--- config.mk ---
export PLATFORM = sky130hd
export DESIGN_NAME = fpe_flash_prog_erase_control
export DESIGN_NICKNAME = d
export VERILOG_FILES = /design/src/hdl/fpe_pkg.sv /design/src/hdl/fpe_flash_prog_erase_control.sv
export SDC_FILE = /design/constraint.sdc
export NUM_CORES = 1
export LEC_CHECK = 0
export BUFFER_PORTS_ARGS = -buffer_cell sky130_fd_sc_hd__buf_2
export CAP_MARGIN = 20
export CORE_UTILIZATION = 30
export CTS_CLUSTER_DIAMETER = 150
export DETAILED_ROUTE_END_ITERATION = 10
export SLEW_MARGIN = 5
export SYNTH_ARGS = -nofsm -noshare
export SYNTH_HDL_FRONTEND = slang
export SYNTH_SLANG_ARGS = --single-unit
--- constraint.sdc ---
create_clock -name clk -period 1.9 [get_ports clk]
set_input_delay 0.095 -clock clk [delete_from_list [all_inputs] [get_ports clk]]
set_output_delay 0.095 -clock clk [all_outputs]
set_load 0.05 [all_outputs]
--- src/hdl/fpe_pkg.sv ---
package fpe_pkg;

   // register offsets on the plain register port
   localparam logic [3:0] MODE_CTRL_OFS   = 4'h0;
   localparam logic [3:0] BLOCK_SEL_OFS   = 4'h2;
   localparam logic [3:0] STATUS_OFS      = 4'h4;

   // flash_mode_control field positions
   localparam int HW_GATE_BIT       = 7;
   localparam int SOFT_GATE_BIT     = 6;
   localparam int ERASE_SETUP_BIT   = 5;
   localparam int PROG_SETUP_BIT    = 4;
   localparam int ERASE_CHECK_BIT   = 3;
   localparam int PROG_CHECK_BIT    = 2;
   localparam int ERASE_BIT         = 1;
   localparam int PROG_BIT          = 0;

   // reset values
   localparam logic [7:0] MODE_CTRL_RST_HI = 8'h80;
   localparam logic [7:0] MODE_CTRL_RST_LO = 8'h00;
   localparam logic [7:0] BLOCK_SEL_RST    = 8'h00;
   localparam logic [7:0] READ_ZERO        = 8'h00;

   // operating mode codes on the mode pins
   localparam logic [2:0] OP_MODE_5 = 3'h5;
   localparam logic [2:0] OP_MODE_6 = 3'h6;
   localparam logic [2:0] OP_MODE_7 = 3'h7;

   // block base addresses, index by block bit
   localparam logic [16:0] BLOCK_BASE_0 = 17'h00000;
   localparam logic [16:0] BLOCK_BASE_1 = 17'h00400;
   localparam logic [16:0] BLOCK_BASE_2 = 17'h00800;
   localparam logic [16:0] BLOCK_BASE_3 = 17'h00C00;
   localparam logic [16:0] BLOCK_BASE_4 = 17'h01000;
   localparam logic [16:0] BLOCK_BASE_5 = 17'h08000;
   localparam logic [16:0] BLOCK_BASE_6 = 17'h10000;
   localparam logic [16:0] BLOCK_BASE_7 = 17'h18000;
   localparam logic [16:0] ARRAY_END    = 17'h1FFFF;

   typedef enum logic [1:0] {
      FPE_IDLE   = 2'b00,
      FPE_ENABLE = 2'b01,
      FPE_SETUP  = 2'b11,
      FPE_ACTIVE = 2'b10
   } fpe_phase_type;

   typedef struct packed {
      logic       write;
      logic       read;
      logic [3:0] addr;
      logic [7:0] wdata;
   } fpe_bus_req_type;

   typedef struct packed {
      logic program_mode;
      logic erase_mode;
      logic program_check;
      logic erase_check;
      logic program_setup;
      logic erase_setup;
   } fpe_flash_ctl_type;

   typedef struct packed {
      logic [7:0]    mode_ctrl;
      logic [7:0]    block_sel;
      logic [7:0]    rdata;
      fpe_phase_type phase;
   } fpe_state_type;

endpackage

--- src/hdl/fpe_flash_prog_erase_control.sv ---
// Local design decisions: the register addresses and the strobed register port.
`timescale 1ns/1ps

module fpe_flash_prog_erase_control (
   input  wire logic                   clk,
   input  wire logic                   reset,
   input  wire logic                   hw_write_gate_pin,
   input  wire logic [2:0]             op_mode,
   input  wire logic                   flash_enabled,
   input  wire logic                   hw_standby,
   input  wire logic                   sw_standby,
   input  wire logic [3:0]             reg_addr,
   input  wire logic [7:0]             reg_wdata,
   input  wire logic                   reg_write,
   input  wire logic                   reg_read,
   output logic      [7:0]             reg_rdata,
   input  wire logic [16:0]            erase_addr,
   output logic                        erase_allowed,
   output fpe_pkg::fpe_flash_ctl_type  flash_ctl
);

   fpe_pkg::fpe_state_type state_q;
   fpe_pkg::fpe_state_type state_d;
   fpe_pkg::fpe_bus_req_type req;

   // which block an address falls in, one-hot; zero outside the array
   function automatic logic [7:0] block_of(input logic [16:0] a);
      logic [7:0] hit;
      hit = 8'h00;
      if (a >= fpe_pkg::BLOCK_BASE_7 && a <= fpe_pkg::ARRAY_END) begin
         hit = 8'h80;
      end else if (a >= fpe_pkg::BLOCK_BASE_6) begin
         hit = 8'h40;
      end else if (a >= fpe_pkg::BLOCK_BASE_5) begin
         hit = 8'h20;
      end else if (a >= fpe_pkg::BLOCK_BASE_4) begin
         hit = 8'h10;
      end else if (a >= fpe_pkg::BLOCK_BASE_3) begin
         hit = 8'h08;
      end else if (a >= fpe_pkg::BLOCK_BASE_2) begin
         hit = 8'h04;
      end else if (a >= fpe_pkg::BLOCK_BASE_1) begin
         hit = 8'h02;
      end else if (a >= fpe_pkg::BLOCK_BASE_0) begin
         hit = 8'h01;
      end
      return hit;
   endfunction

   logic       init_ctl;
   logic       pin_bit;
   logic       gate_ok;
   logic       mode6;
   logic       blk_writable;
   logic [7:0] cur;
   logic [7:0] nxt;
   logic [7:0] wd;

   always_comb begin
      req.write = reg_write;
      req.read  = reg_read;
      req.addr  = reg_addr;
      req.wdata = reg_wdata;
   end

   always_comb begin
      state_d      = state_q;
      init_ctl     = reset || hw_standby || sw_standby;
      mode6        = (op_mode == fpe_pkg::OP_MODE_6);
      pin_bit      = hw_write_gate_pin;
      cur          = state_q.mode_ctrl;
      wd           = req.wdata;
      nxt          = cur;
      gate_ok      = pin_bit && cur[fpe_pkg::SOFT_GATE_BIT];
      blk_writable = (op_mode == fpe_pkg::OP_MODE_5)
                     || (op_mode == fpe_pkg::OP_MODE_7);
      if (req.write && req.addr == fpe_pkg::MODE_CTRL_OFS
          && flash_enabled) begin
         // each bit only moves when its own interlock holds
         if (pin_bit) begin
            nxt[fpe_pkg::SOFT_GATE_BIT] = wd[fpe_pkg::SOFT_GATE_BIT];
         end
         if (gate_ok) begin
            nxt[fpe_pkg::ERASE_SETUP_BIT] = wd[fpe_pkg::ERASE_SETUP_BIT];
            nxt[fpe_pkg::PROG_SETUP_BIT]  = wd[fpe_pkg::PROG_SETUP_BIT];
            nxt[fpe_pkg::ERASE_CHECK_BIT] = wd[fpe_pkg::ERASE_CHECK_BIT];
            nxt[fpe_pkg::PROG_CHECK_BIT]  = wd[fpe_pkg::PROG_CHECK_BIT];
            if (cur[fpe_pkg::ERASE_SETUP_BIT]) begin
               nxt[fpe_pkg::ERASE_BIT] = wd[fpe_pkg::ERASE_BIT];
            end
            if (cur[fpe_pkg::PROG_SETUP_BIT]) begin
               nxt[fpe_pkg::PROG_BIT] = wd[fpe_pkg::PROG_BIT];
            end
         end
         // refused bits simply keep cur, others take the write, except that in mode 6 a write can only clear bits
         if (mode6) begin
            nxt = nxt & cur;
         end
      end
      // losing the pin drops everything it guards, like a fresh reset
      if (!pin_bit) begin
         nxt[6:0] = 7'h00;
      end
      nxt[fpe_pkg::HW_GATE_BIT] = pin_bit;
      if (init_ctl) begin
         nxt = pin_bit ? fpe_pkg::MODE_CTRL_RST_HI
                       : fpe_pkg::MODE_CTRL_RST_LO;
      end
      state_d.mode_ctrl = nxt;

      if (req.write && req.addr == fpe_pkg::BLOCK_SEL_OFS && flash_enabled
          && blk_writable && gate_ok) begin
         state_d.block_sel = wd;
      end
      if (init_ctl || !pin_bit || !nxt[fpe_pkg::SOFT_GATE_BIT]) begin
         state_d.block_sel = fpe_pkg::BLOCK_SEL_RST;
      end

      // read data stand only in the cycle after the strobe
      state_d.rdata = fpe_pkg::READ_ZERO;
      if (req.read) begin
         case (req.addr)
            fpe_pkg::MODE_CTRL_OFS: begin
               state_d.rdata = flash_enabled ? cur
                                             : fpe_pkg::READ_ZERO;
            end
            fpe_pkg::BLOCK_SEL_OFS: begin
               state_d.rdata = state_q.block_sel;
            end
            fpe_pkg::STATUS_OFS: begin
               state_d.rdata = {6'h00, state_q.phase};
            end
            default: begin
               state_d.rdata = fpe_pkg::READ_ZERO;
            end
         endcase
      end

      // phase summary for software, read back at STATUS_OFS
      case (state_q.phase)
         fpe_pkg::FPE_IDLE,
         fpe_pkg::FPE_ENABLE,
         fpe_pkg::FPE_SETUP,
         fpe_pkg::FPE_ACTIVE: begin
            if (nxt[fpe_pkg::ERASE_BIT] || nxt[fpe_pkg::PROG_BIT]) begin
               state_d.phase = fpe_pkg::FPE_ACTIVE;
            end else if (nxt[fpe_pkg::ERASE_SETUP_BIT]
                         || nxt[fpe_pkg::PROG_SETUP_BIT]) begin
               state_d.phase = fpe_pkg::FPE_SETUP;
            end else if (nxt[fpe_pkg::SOFT_GATE_BIT]) begin
               state_d.phase = fpe_pkg::FPE_ENABLE;
            end else begin
               state_d.phase = fpe_pkg::FPE_IDLE;
            end
         end
         default: begin
            state_d.phase = fpe_pkg::FPE_IDLE;
         end
      endcase
      if (reset) begin
         state_d.phase = fpe_pkg::FPE_IDLE;
         state_d.rdata = fpe_pkg::READ_ZERO;
      end
   end

   always_ff @(posedge clk) begin
      state_q <= state_d;
   end

   always_comb begin
      reg_rdata = state_q.rdata;
      // the array sees modes only through the latched bits
      flash_ctl.program_mode  = state_q.mode_ctrl[fpe_pkg::PROG_BIT];
      flash_ctl.erase_mode    = state_q.mode_ctrl[fpe_pkg::ERASE_BIT];
      flash_ctl.program_check = state_q.mode_ctrl[fpe_pkg::PROG_CHECK_BIT];
      flash_ctl.erase_check   = state_q.mode_ctrl[fpe_pkg::ERASE_CHECK_BIT];
      flash_ctl.program_setup = state_q.mode_ctrl[fpe_pkg::PROG_SETUP_BIT];
      flash_ctl.erase_setup   = state_q.mode_ctrl[fpe_pkg::ERASE_SETUP_BIT];
      erase_allowed = |(block_of(erase_addr) & state_q.block_sel);
   end

endmodule // fpe_flash_prog_erase_control

==> impl_metrics.csv, run 1 <==
group,metric,value,unit
status,status,"complete, but fails checks",
status,failed_checks,"negative setup slack",
power,max-vdd-ir-drop,0.000263,V
grt,grt_antenna_before_repair,0,
layout,fillCellCount,387,
yosys,post_synth_num_cell_types,33,
clocking,htreeDepth,1,
grt,gr-usage-all-layers,0.142,
floorplanning,placement_rows,22,
place,dpl.cell_count,209,
floorplanning,die_h,66.3,µm
drt,wl_per_cell,13.2,µm
power,post-layout-total-power,0.936,mW
yosys,register_area_share_after_synthesis,0.436,
layout,insertedDiodeCount,0,
timing,rsz_0062_raised_after_global_routing,"yes",
setup_path,timing.critical_path.to_type,"output port",
power,switching_power_as_a_share_of_total_power,0.216,
place,gp_congestion,0.784,
worst_hold_path,timing.hold.worst.class,"input port to register",
yosys,syn-instance-count,127,
yosys,postSynthAreaPerCell,9.75,µm²
floorplanning,initial_utilization,0.326,
yosys,synth.top_cells.by_count,"sky130_fd_sc_hd__dfxtp_1 (24), sky130_fd_sc_hd__nor2_1 (24), sky130_fd_sc_hd__buf_4 (14)",
clocking,clk_path_buf_depth,2,
run,max_cap_violations,0,
floorplanning,top_level_ports,55,
timing,final.period_utilization,1.07,
power,p_comb_frac,0.083,
setup_path,cp.arrival,1940,ps
timing,finalSetupViolCount,1,
drt,via_per_inst,4.95,
layout,layoutNonFillerInstCount,218,
timing,worst_hold_slack,55.6,ps
clocking,clkTransAtPathRegs,80,ps
yosys,synth.largest_area_cell,"sky130_fd_sc_hd__dfxtp_1",
place,placement.setup.worst_slack,26.2,ps
power,internal_power,0.733,mW
layout,post_route_cells_drive_above_1_share,0.394,
drt,detail_route.iter0.violations,46,
drt,final_antenna_net_count,0,
yosys,ys.warnings.count,0,
yosys,ys.flop_type,"sky130_fd_sc_hd__dfxtp_1",
drt,drcViolationCount,0,
timing,setup_slack,-136,ps
timing,finalSetupTns,-136,ps
floorplanning,die_width,66.3,µm
floorplanning,floorplan.die_area,0.00439,mm²
clocking,cts_inserted_buffers,3,
floorplanning,design.core.area,0.00380,mm²
timing,layout_min_cycle_time,2040,ps
grt,grt_pass1_wl,4.63,mm
setup_path,cp-start-kind,"register",
drt,vias_post_dr,1080,
yosys,synth_largest_type_area_fraction,0.388,
timing,max_clock_freq,491,MHz
power,p_switching,0.203,mW
yosys,netlist_top_cells_area,"sky130_fd_sc_hd__dfxtp_1 (39%), sky130_fd_sc_hd__buf_4 (8.5%), sky130_fd_sc_hd__nor2_1 (7.3%)",
power,power.sequential.fraction,0.592,
layout,num-nets-final,211,
power,power_frac_clock,0.325,
setup_path,criticalPathCategory,"register to output port",
grt,largest_net_degree_at_the_start_of_global_routing,15,
yosys,ys_ff_latch,26,
power,cellPowerDensity,603,mW/mm²
grt,grt_overflow,0,
power,power_leakage,0.695,nW
clocking,clock_sinks,26,
yosys,mappedNetlistNets,167,
yosys,synth-edff-count,2,
drt,dr.pass1.iters,5,
timing,timing.slew.headroom,0.692,
timing,finalHoldViolCount,0,
layout,syn_to_final_growth,25.3,%
setup_path,largest_driver_fanout_on_the_critical_path,2,
yosys,async_reset_ff_frac,0,
grt,via_count_of_the_first_global_routing_pass,993,
drt,wl,2.88,mm
timing,worst_tran_pin_value,457,ps
timing,finalClockSkew,3.33,ps
setup_path,critPathRequiredTime,1800,ps
place,hpwlAfterDp,2.37,mm
clocking,clock_latency,260,ps
timing,final-max-slew-violation-count,0,
yosys,post_synth_instance_area,0.00124,mm²
clocking,cts-root-buf,"sky130_fd_sc_hd__clkbuf_8",
place,place.port_buffers,44,
clocking,tritoncts_clock_tree,"built",
per-stage QoR:
step	utilization	cell area, µm²
global placement	0.381	1450
finish	0.408	1550
global route	0.408	1550
detailed placement	0.381	1450
floorplan	-	1240
CTS	0.408	1550
registers in the layout (all words and copies together), names as in the netlist:
signal	count
state_q	10
reg_rdata	8
cur	8
kinds of logic after synthesis:
logic type             synth area share
buffers and inverters             0.106
AOI/OAI and AO/OA                 0.129
and+or+nand+nor                   0.218
DFF                               0.436
muxes                             0.110
critical path: stages (launching register included):
cell	delay [ps]
sky130_fd_sc_hd__dfxtp_2	320
sky130_fd_sc_hd__mux4_2	450
sky130_fd_sc_hd__mux2_4	260
sky130_fd_sc_hd__mux4_2	470
sky130_fd_sc_hd__buf_8	170
repair_timing:
| item | 4_1_cts | 5_1_grt |
|---|---|---|
| resized for setup | 8 | 0 |
| endpoints found under the setup margin | 1 | 1 |
| buffers inserted | 4 | 0 |
| hold endpoints to repair | 1 | 0 |
| hold buffers | 1 | 0 |
final cells by class:
type / count / area, µm² / share of cell area
Clock buffer: 3 / 41.3 / 0.0266
Clock inverter: 1 / 3.75 / 0.00242
Inverter: 6 / 22.5 / 0.0145
Multi-Input combinational cell: 80 / 571 / 0.368
Sequential cell: 26 / 546 / 0.352
Tap cell: 48 / 60.1 / 0.0387
Timing Repair Buffer: 54 / 308 / 0.198
cell usage in the layout, fill, tap and decap left out, drive strengths merged, types with 2 or more instances in the layout:
cell and n:
dfxtp 24, buf 53, or4 2, inv 6, nor2b 2, o221ai 3, a22oi 8, nand4 2
nor3 2, nand3b 2, a22o 2, nor4 4, mux4 2, nor2 24, a41oi 2, clkbuf 3
o41ai 2, nor4b 2, nand2 5, edfxtp 2, mux2i 8
per-layer routing:
layer  routed length (µm)  vias to the layer above  global-route usage
met5                    0                        -                   0
met4                   27                        0              0.0718
met3                  195                        2              0.0276
met2                 1340                       42               0.228
met1                 1310                      494               0.179
li1                     -                      542                   -
power by group through the flow:
stage	combinational, mW	sequential, mW	clock [mW]
final	0.0778	0.554	0.304
after CTS	0.0779	0.554	0.319
after floorplan	0.0258	0.566	0
after detailed placement	0.0760	0.567	0
after global placement	0.0741	0.567	0
after global routing	0.0844	0.554	0.340
worst paths after layout:
path | endpoint | start | slack (ps) | cells after the start
hold reg to reg | reg_rdata[7]$_SDFF_PP0_ | cur[7]$_DFF_P_ | 490 | 2
hold / removal | state_q[17]$_SDFFE_PP0P_ | reg_wdata[7] | 60 | 3
setup / recovery | erase_allowed | state_q[13]$_SDFFE_PP0P_ | -140 | 4
setup reg to reg | state_q[0]$_SDFF_PP0_ | cur[6]$_DFF_P_ | 300 | 4
Note: power is estimated with default switching activity, not from simulation.
==> run 2, diff against run 1 <==
ABC_AREA = 1   (was default)
==> run 2 against run 1 <==
Compared with the run above:
- the flow now finishes without violations
- clock skew rose by 2.5 ps
- non-clock buffer count fell by 9
- combinational power increased by 2.6%
- synthesized cell count up 54%
- area after synthesis is 11% higher
- hold slack better by 36 ps
- critical path depth increased by 6
- utilization decreased by 4.1 points
- critical path type is now input port to register
- critical endpoint is now state_q[0]$_SDFF_PP0_
- largest power group unchanged
==> impl_metrics.csv, run 2 <==
group,metric,value,unit
power,max-vdd-ir-drop,0.000198,V
place,place.port_buffers,44,
yosys,synth-edff-count,2,
yosys,synth.top_cells.by_count,"sky130_fd_sc_hd__nand2_1 (40), sky130_fd_sc_hd__inv_1 (29), sky130_fd_sc_hd__nor2_1 (26)",
worst_hold_path,timing.hold.worst.class,"input port to register",
timing,worst_tran_pin_value,402,ps
drt,wl_per_cell,10.8,µm
setup_path,path_delay_family,"buffers and inverters",
yosys,register_area_share_after_synthesis,0.392,
timing,finalSetupViolCount,0,
timing,setup_slack,453,ps
yosys,ys.flop_type,"sky130_fd_sc_hd__dfxtp_1",
worst_hold_path,number_of_cells_traversed_by_the_worst_hold_path,3,
place,gp_congestion,0.831,
power,post-layout-total-power,0.995,mW
layout,syn_to_final_growth,17.0,%
clocking,cts_inserted_buffers,3,
floorplanning,die_width,69.8,µm
timing,finalClockSkew,5.84,ps
yosys,synth_largest_type_area_fraction,0.349,
grt,gr-usage-all-layers,0.136,
worst_hold_path,holdCritStartpoint,"reg_wdata[7]",
place,placed_cell_area,0.00155,mm²
layout,mostFrequentLayoutCell,"sky130_fd_sc_hd__buf_2",
layout,largest_reg_flops,10,
setup_path,reg2reg_from,"cur[6]$_DFF_P_",
timing,finalSetupTns,0,ps
timing,layout_min_cycle_time,1450,ps
setup_path,r2r.worst_path.cells,5,
floorplanning,die_h,69.8,µm
timing,final-max-slew-violation-count,0,
grt,via_count_of_the_first_global_routing_pass,1158,
setup_path,critical_path.reg2reg.endpoint,"state_q[13]$_SDFFE_PP0P_",
setup_path,largest_driver_fanout_on_the_critical_path,7,
setup_path,timing.critical_path.buf_inv,3,
status,status,"completed",
setup_path,r2r_slack,590,ps
clocking,cts-root-buf,"sky130_fd_sc_hd__clkbuf_8",
drt,wl,3.03,mm
layout,fillCellCount,465,
layout,num-nets-final,271,
layout,insertedDiodeCount,0,
setup_path,cp_cell_sequence,"dlygate4sd3_1, buf_2, nand2_1, inv_1, nand3_1, nand2_1, nand2_1, nand2_1, nor2_1, nor2_1",
yosys,post_synth_instance_area,0.00138,mm²
yosys,ys.warnings.count,0,
yosys,ys_ff_latch,26,
yosys,post_synth_num_cell_types,25,
drt,detail_route.iter0.violations,53,
drt,vias_post_dr,1217,
setup_path,cp-start-kind,"input port",
layout,layout_cell_area_excl_fill,0.00161,mm²
yosys,synth.largest_area_cell,"sky130_fd_sc_hd__dfxtp_1",
clocking,clkTransAtPathRegs,90,ps
setup_path,criticalPathCategory,"input port to register",
floorplanning,top_level_ports,55,
setup_path,cpPeakStageDelay,530,ps
timing,final.period_utilization,0.762,
grt,largest_net_degree_at_the_start_of_global_routing,17,
setup_path,critPathRequiredTime,2080,ps
place,placement.setup.worst_slack,586,ps
floorplanning,design.core.area,0.00438,mm²
layout,layoutNonFillerInstCount,282,
power,power_leakage,0.835,nW
timing,max_clock_freq,691,MHz
drt,dr.pass1.iters,4,
yosys,postSynthAreaPerCell,7.03,µm²
floorplanning,placement_rows,24,
clocking,clock_latency,270,ps
run,max_cap_violations,0,
clocking,clock_sinks,26,
clocking,tritoncts_clock_tree,"built",
drt,drcViolationCount,0,
setup_path,cp_slowest_cell,"sky130_fd_sc_hd__dlygate4sd3_1",
setup_path,cp.arrival,1630,ps
grt,grt_antenna_before_repair,0,
layout,post_route_cells_drive_above_1_share,0.270,
layout,largest_register,"state_q",
yosys,syn-instance-count,196,
yosys,mappedNetlistNets,236,
place,hpwlAfterDp,2.52,mm
clocking,clk_path_buf_depth,2,
timing,worst_hold_slack,92.0,ps
layout,layout.core_utilization,0.368,
worst_hold_path,worst_case_hold_path_end_point,"state_q[17]$_SDFFE_PP0P_",
layout,most-common-layout-cells,"sky130_fd_sc_hd__buf_2 (44), sky130_fd_sc_hd__nand2_1 (40), sky130_fd_sc_hd__inv_1 (29), sky130_fd_sc_hd__nor2_1 (26), sky130_fd_sc_hd__dfxtp_1 (24)",
drt,via_per_inst,4.32,
setup_path,cpMostUsedCell,"sky130_fd_sc_hd__nand2_1",
power,cellPowerDensity,617,mW/mm²
grt,grt_overflow,0,
yosys,async_reset_ff_frac,0,
clocking,htreeDepth,1,
grt,grt_pass1_wl,5.28,mm
yosys,netlist_top_cells_area,"sky130_fd_sc_hd__dfxtp_1 (35%), sky130_fd_sc_hd__nand2_1 (11%), sky130_fd_sc_hd__inv_1 (7.9%)",
timing,finalHoldViolCount,0,
floorplanning,initial_utilization,0.314,
yosys,yosysMostFrequentCell,"sky130_fd_sc_hd__nand2_1",
timing,rsz_0062_raised_after_global_routing,"no",
timing,timing.slew.headroom,0.731,
drt,final_antenna_net_count,0,
place,dpl.cell_count,277,
setup_path,timing.critical_path.to_type,"register",
floorplanning,floorplan.die_area,0.00487,mm²
==> run 2: area by class of cell <==
cell class | count | area (µm²) | area share
Clock buffer | 4 | 55.1 | 0.0342
Inverter | 32 | 123 | 0.0761
Multi-Input combinational cell | 123 | 598 | 0.371
Sequential cell | 26 | 541 | 0.335
Tap cell | 52 | 65.1 | 0.0404
Timing Repair Buffer | 45 | 230 | 0.143
==> run 2: worst reg2reg max path: cells and delay by family, from the launching register on <==
family | cells | cell delay, ps
and+or+nand+nor | 4 | 650
AOI/OAI and AO/OA | 1 | 200
DFF | 1 | 360
==> run 2: per-layer routing <==
layer / wire length, µm / global-route usage / share of wire / vias to the layer above
met2: 1480 / 0.228 / 0.49 / 19
met4: 33 / 0.0533 / 0.011 / 0
met1: 1440 / 0.177 / 0.47 / 525
met5: 0 / 0 / 0 / -
met3: 78 / 0.0174 / 0.026 / 4
li1: - / - / - / 669
==> run 2: cells by family (layout without fill, tap and decap cells) <==
logic type / count (synthesis) / after routing / synth area share
flops: 26 / 26 / 0.392
buf+inv: 47 / 81 / 0.173
simple gates: 94 / 94 / 0.324
compound gates: 29 / 29 / 0.110
==> run 2: what timing repair did <==
item / in CTS / in global routing
hold buffers: 1 / 0
gates resized for setup: 0 / 0
setup endpoints to repair: 0 / 0
setup buffers: 0 / 0
hold endpoints to repair: 1 / 0
==> run 2: report_power, final <==
part	switching [mW]	leakage, nW	internal [mW]
logic	0.0469	0.589	0.0329
registers	0.00130	0.218	0.553
clock network	0.175	0.0288	0.185
total	0.224	0.835	0.771
==> run 2: how the worst max path moves through the flow <==
stage / startpoint / endpoint / slack (ps) / cells after the start
6_report: hw_write_gate_pin / state_q[0]$_SDFF_PP0_ / 450 / 10
3_5_place_dp: erase_addr[15] / erase_allowed / 590 / 9
4_1_cts: hw_write_gate_pin / state_q[0]$_SDFF_PP0_ / 450 / 10
3_3_place_gp: cur[6]$_DFF_P_ / state_q[0]$_SDFF_PP0_ / 580 / 8
5_1_grt: hw_write_gate_pin / state_q[11]$_SDFFE_PP0P_ / 290 / 7
2_1_floorplan: cur[6]$_DFF_P_ / state_q[10]$_SDFFE_PP0P_ / 710 / 6
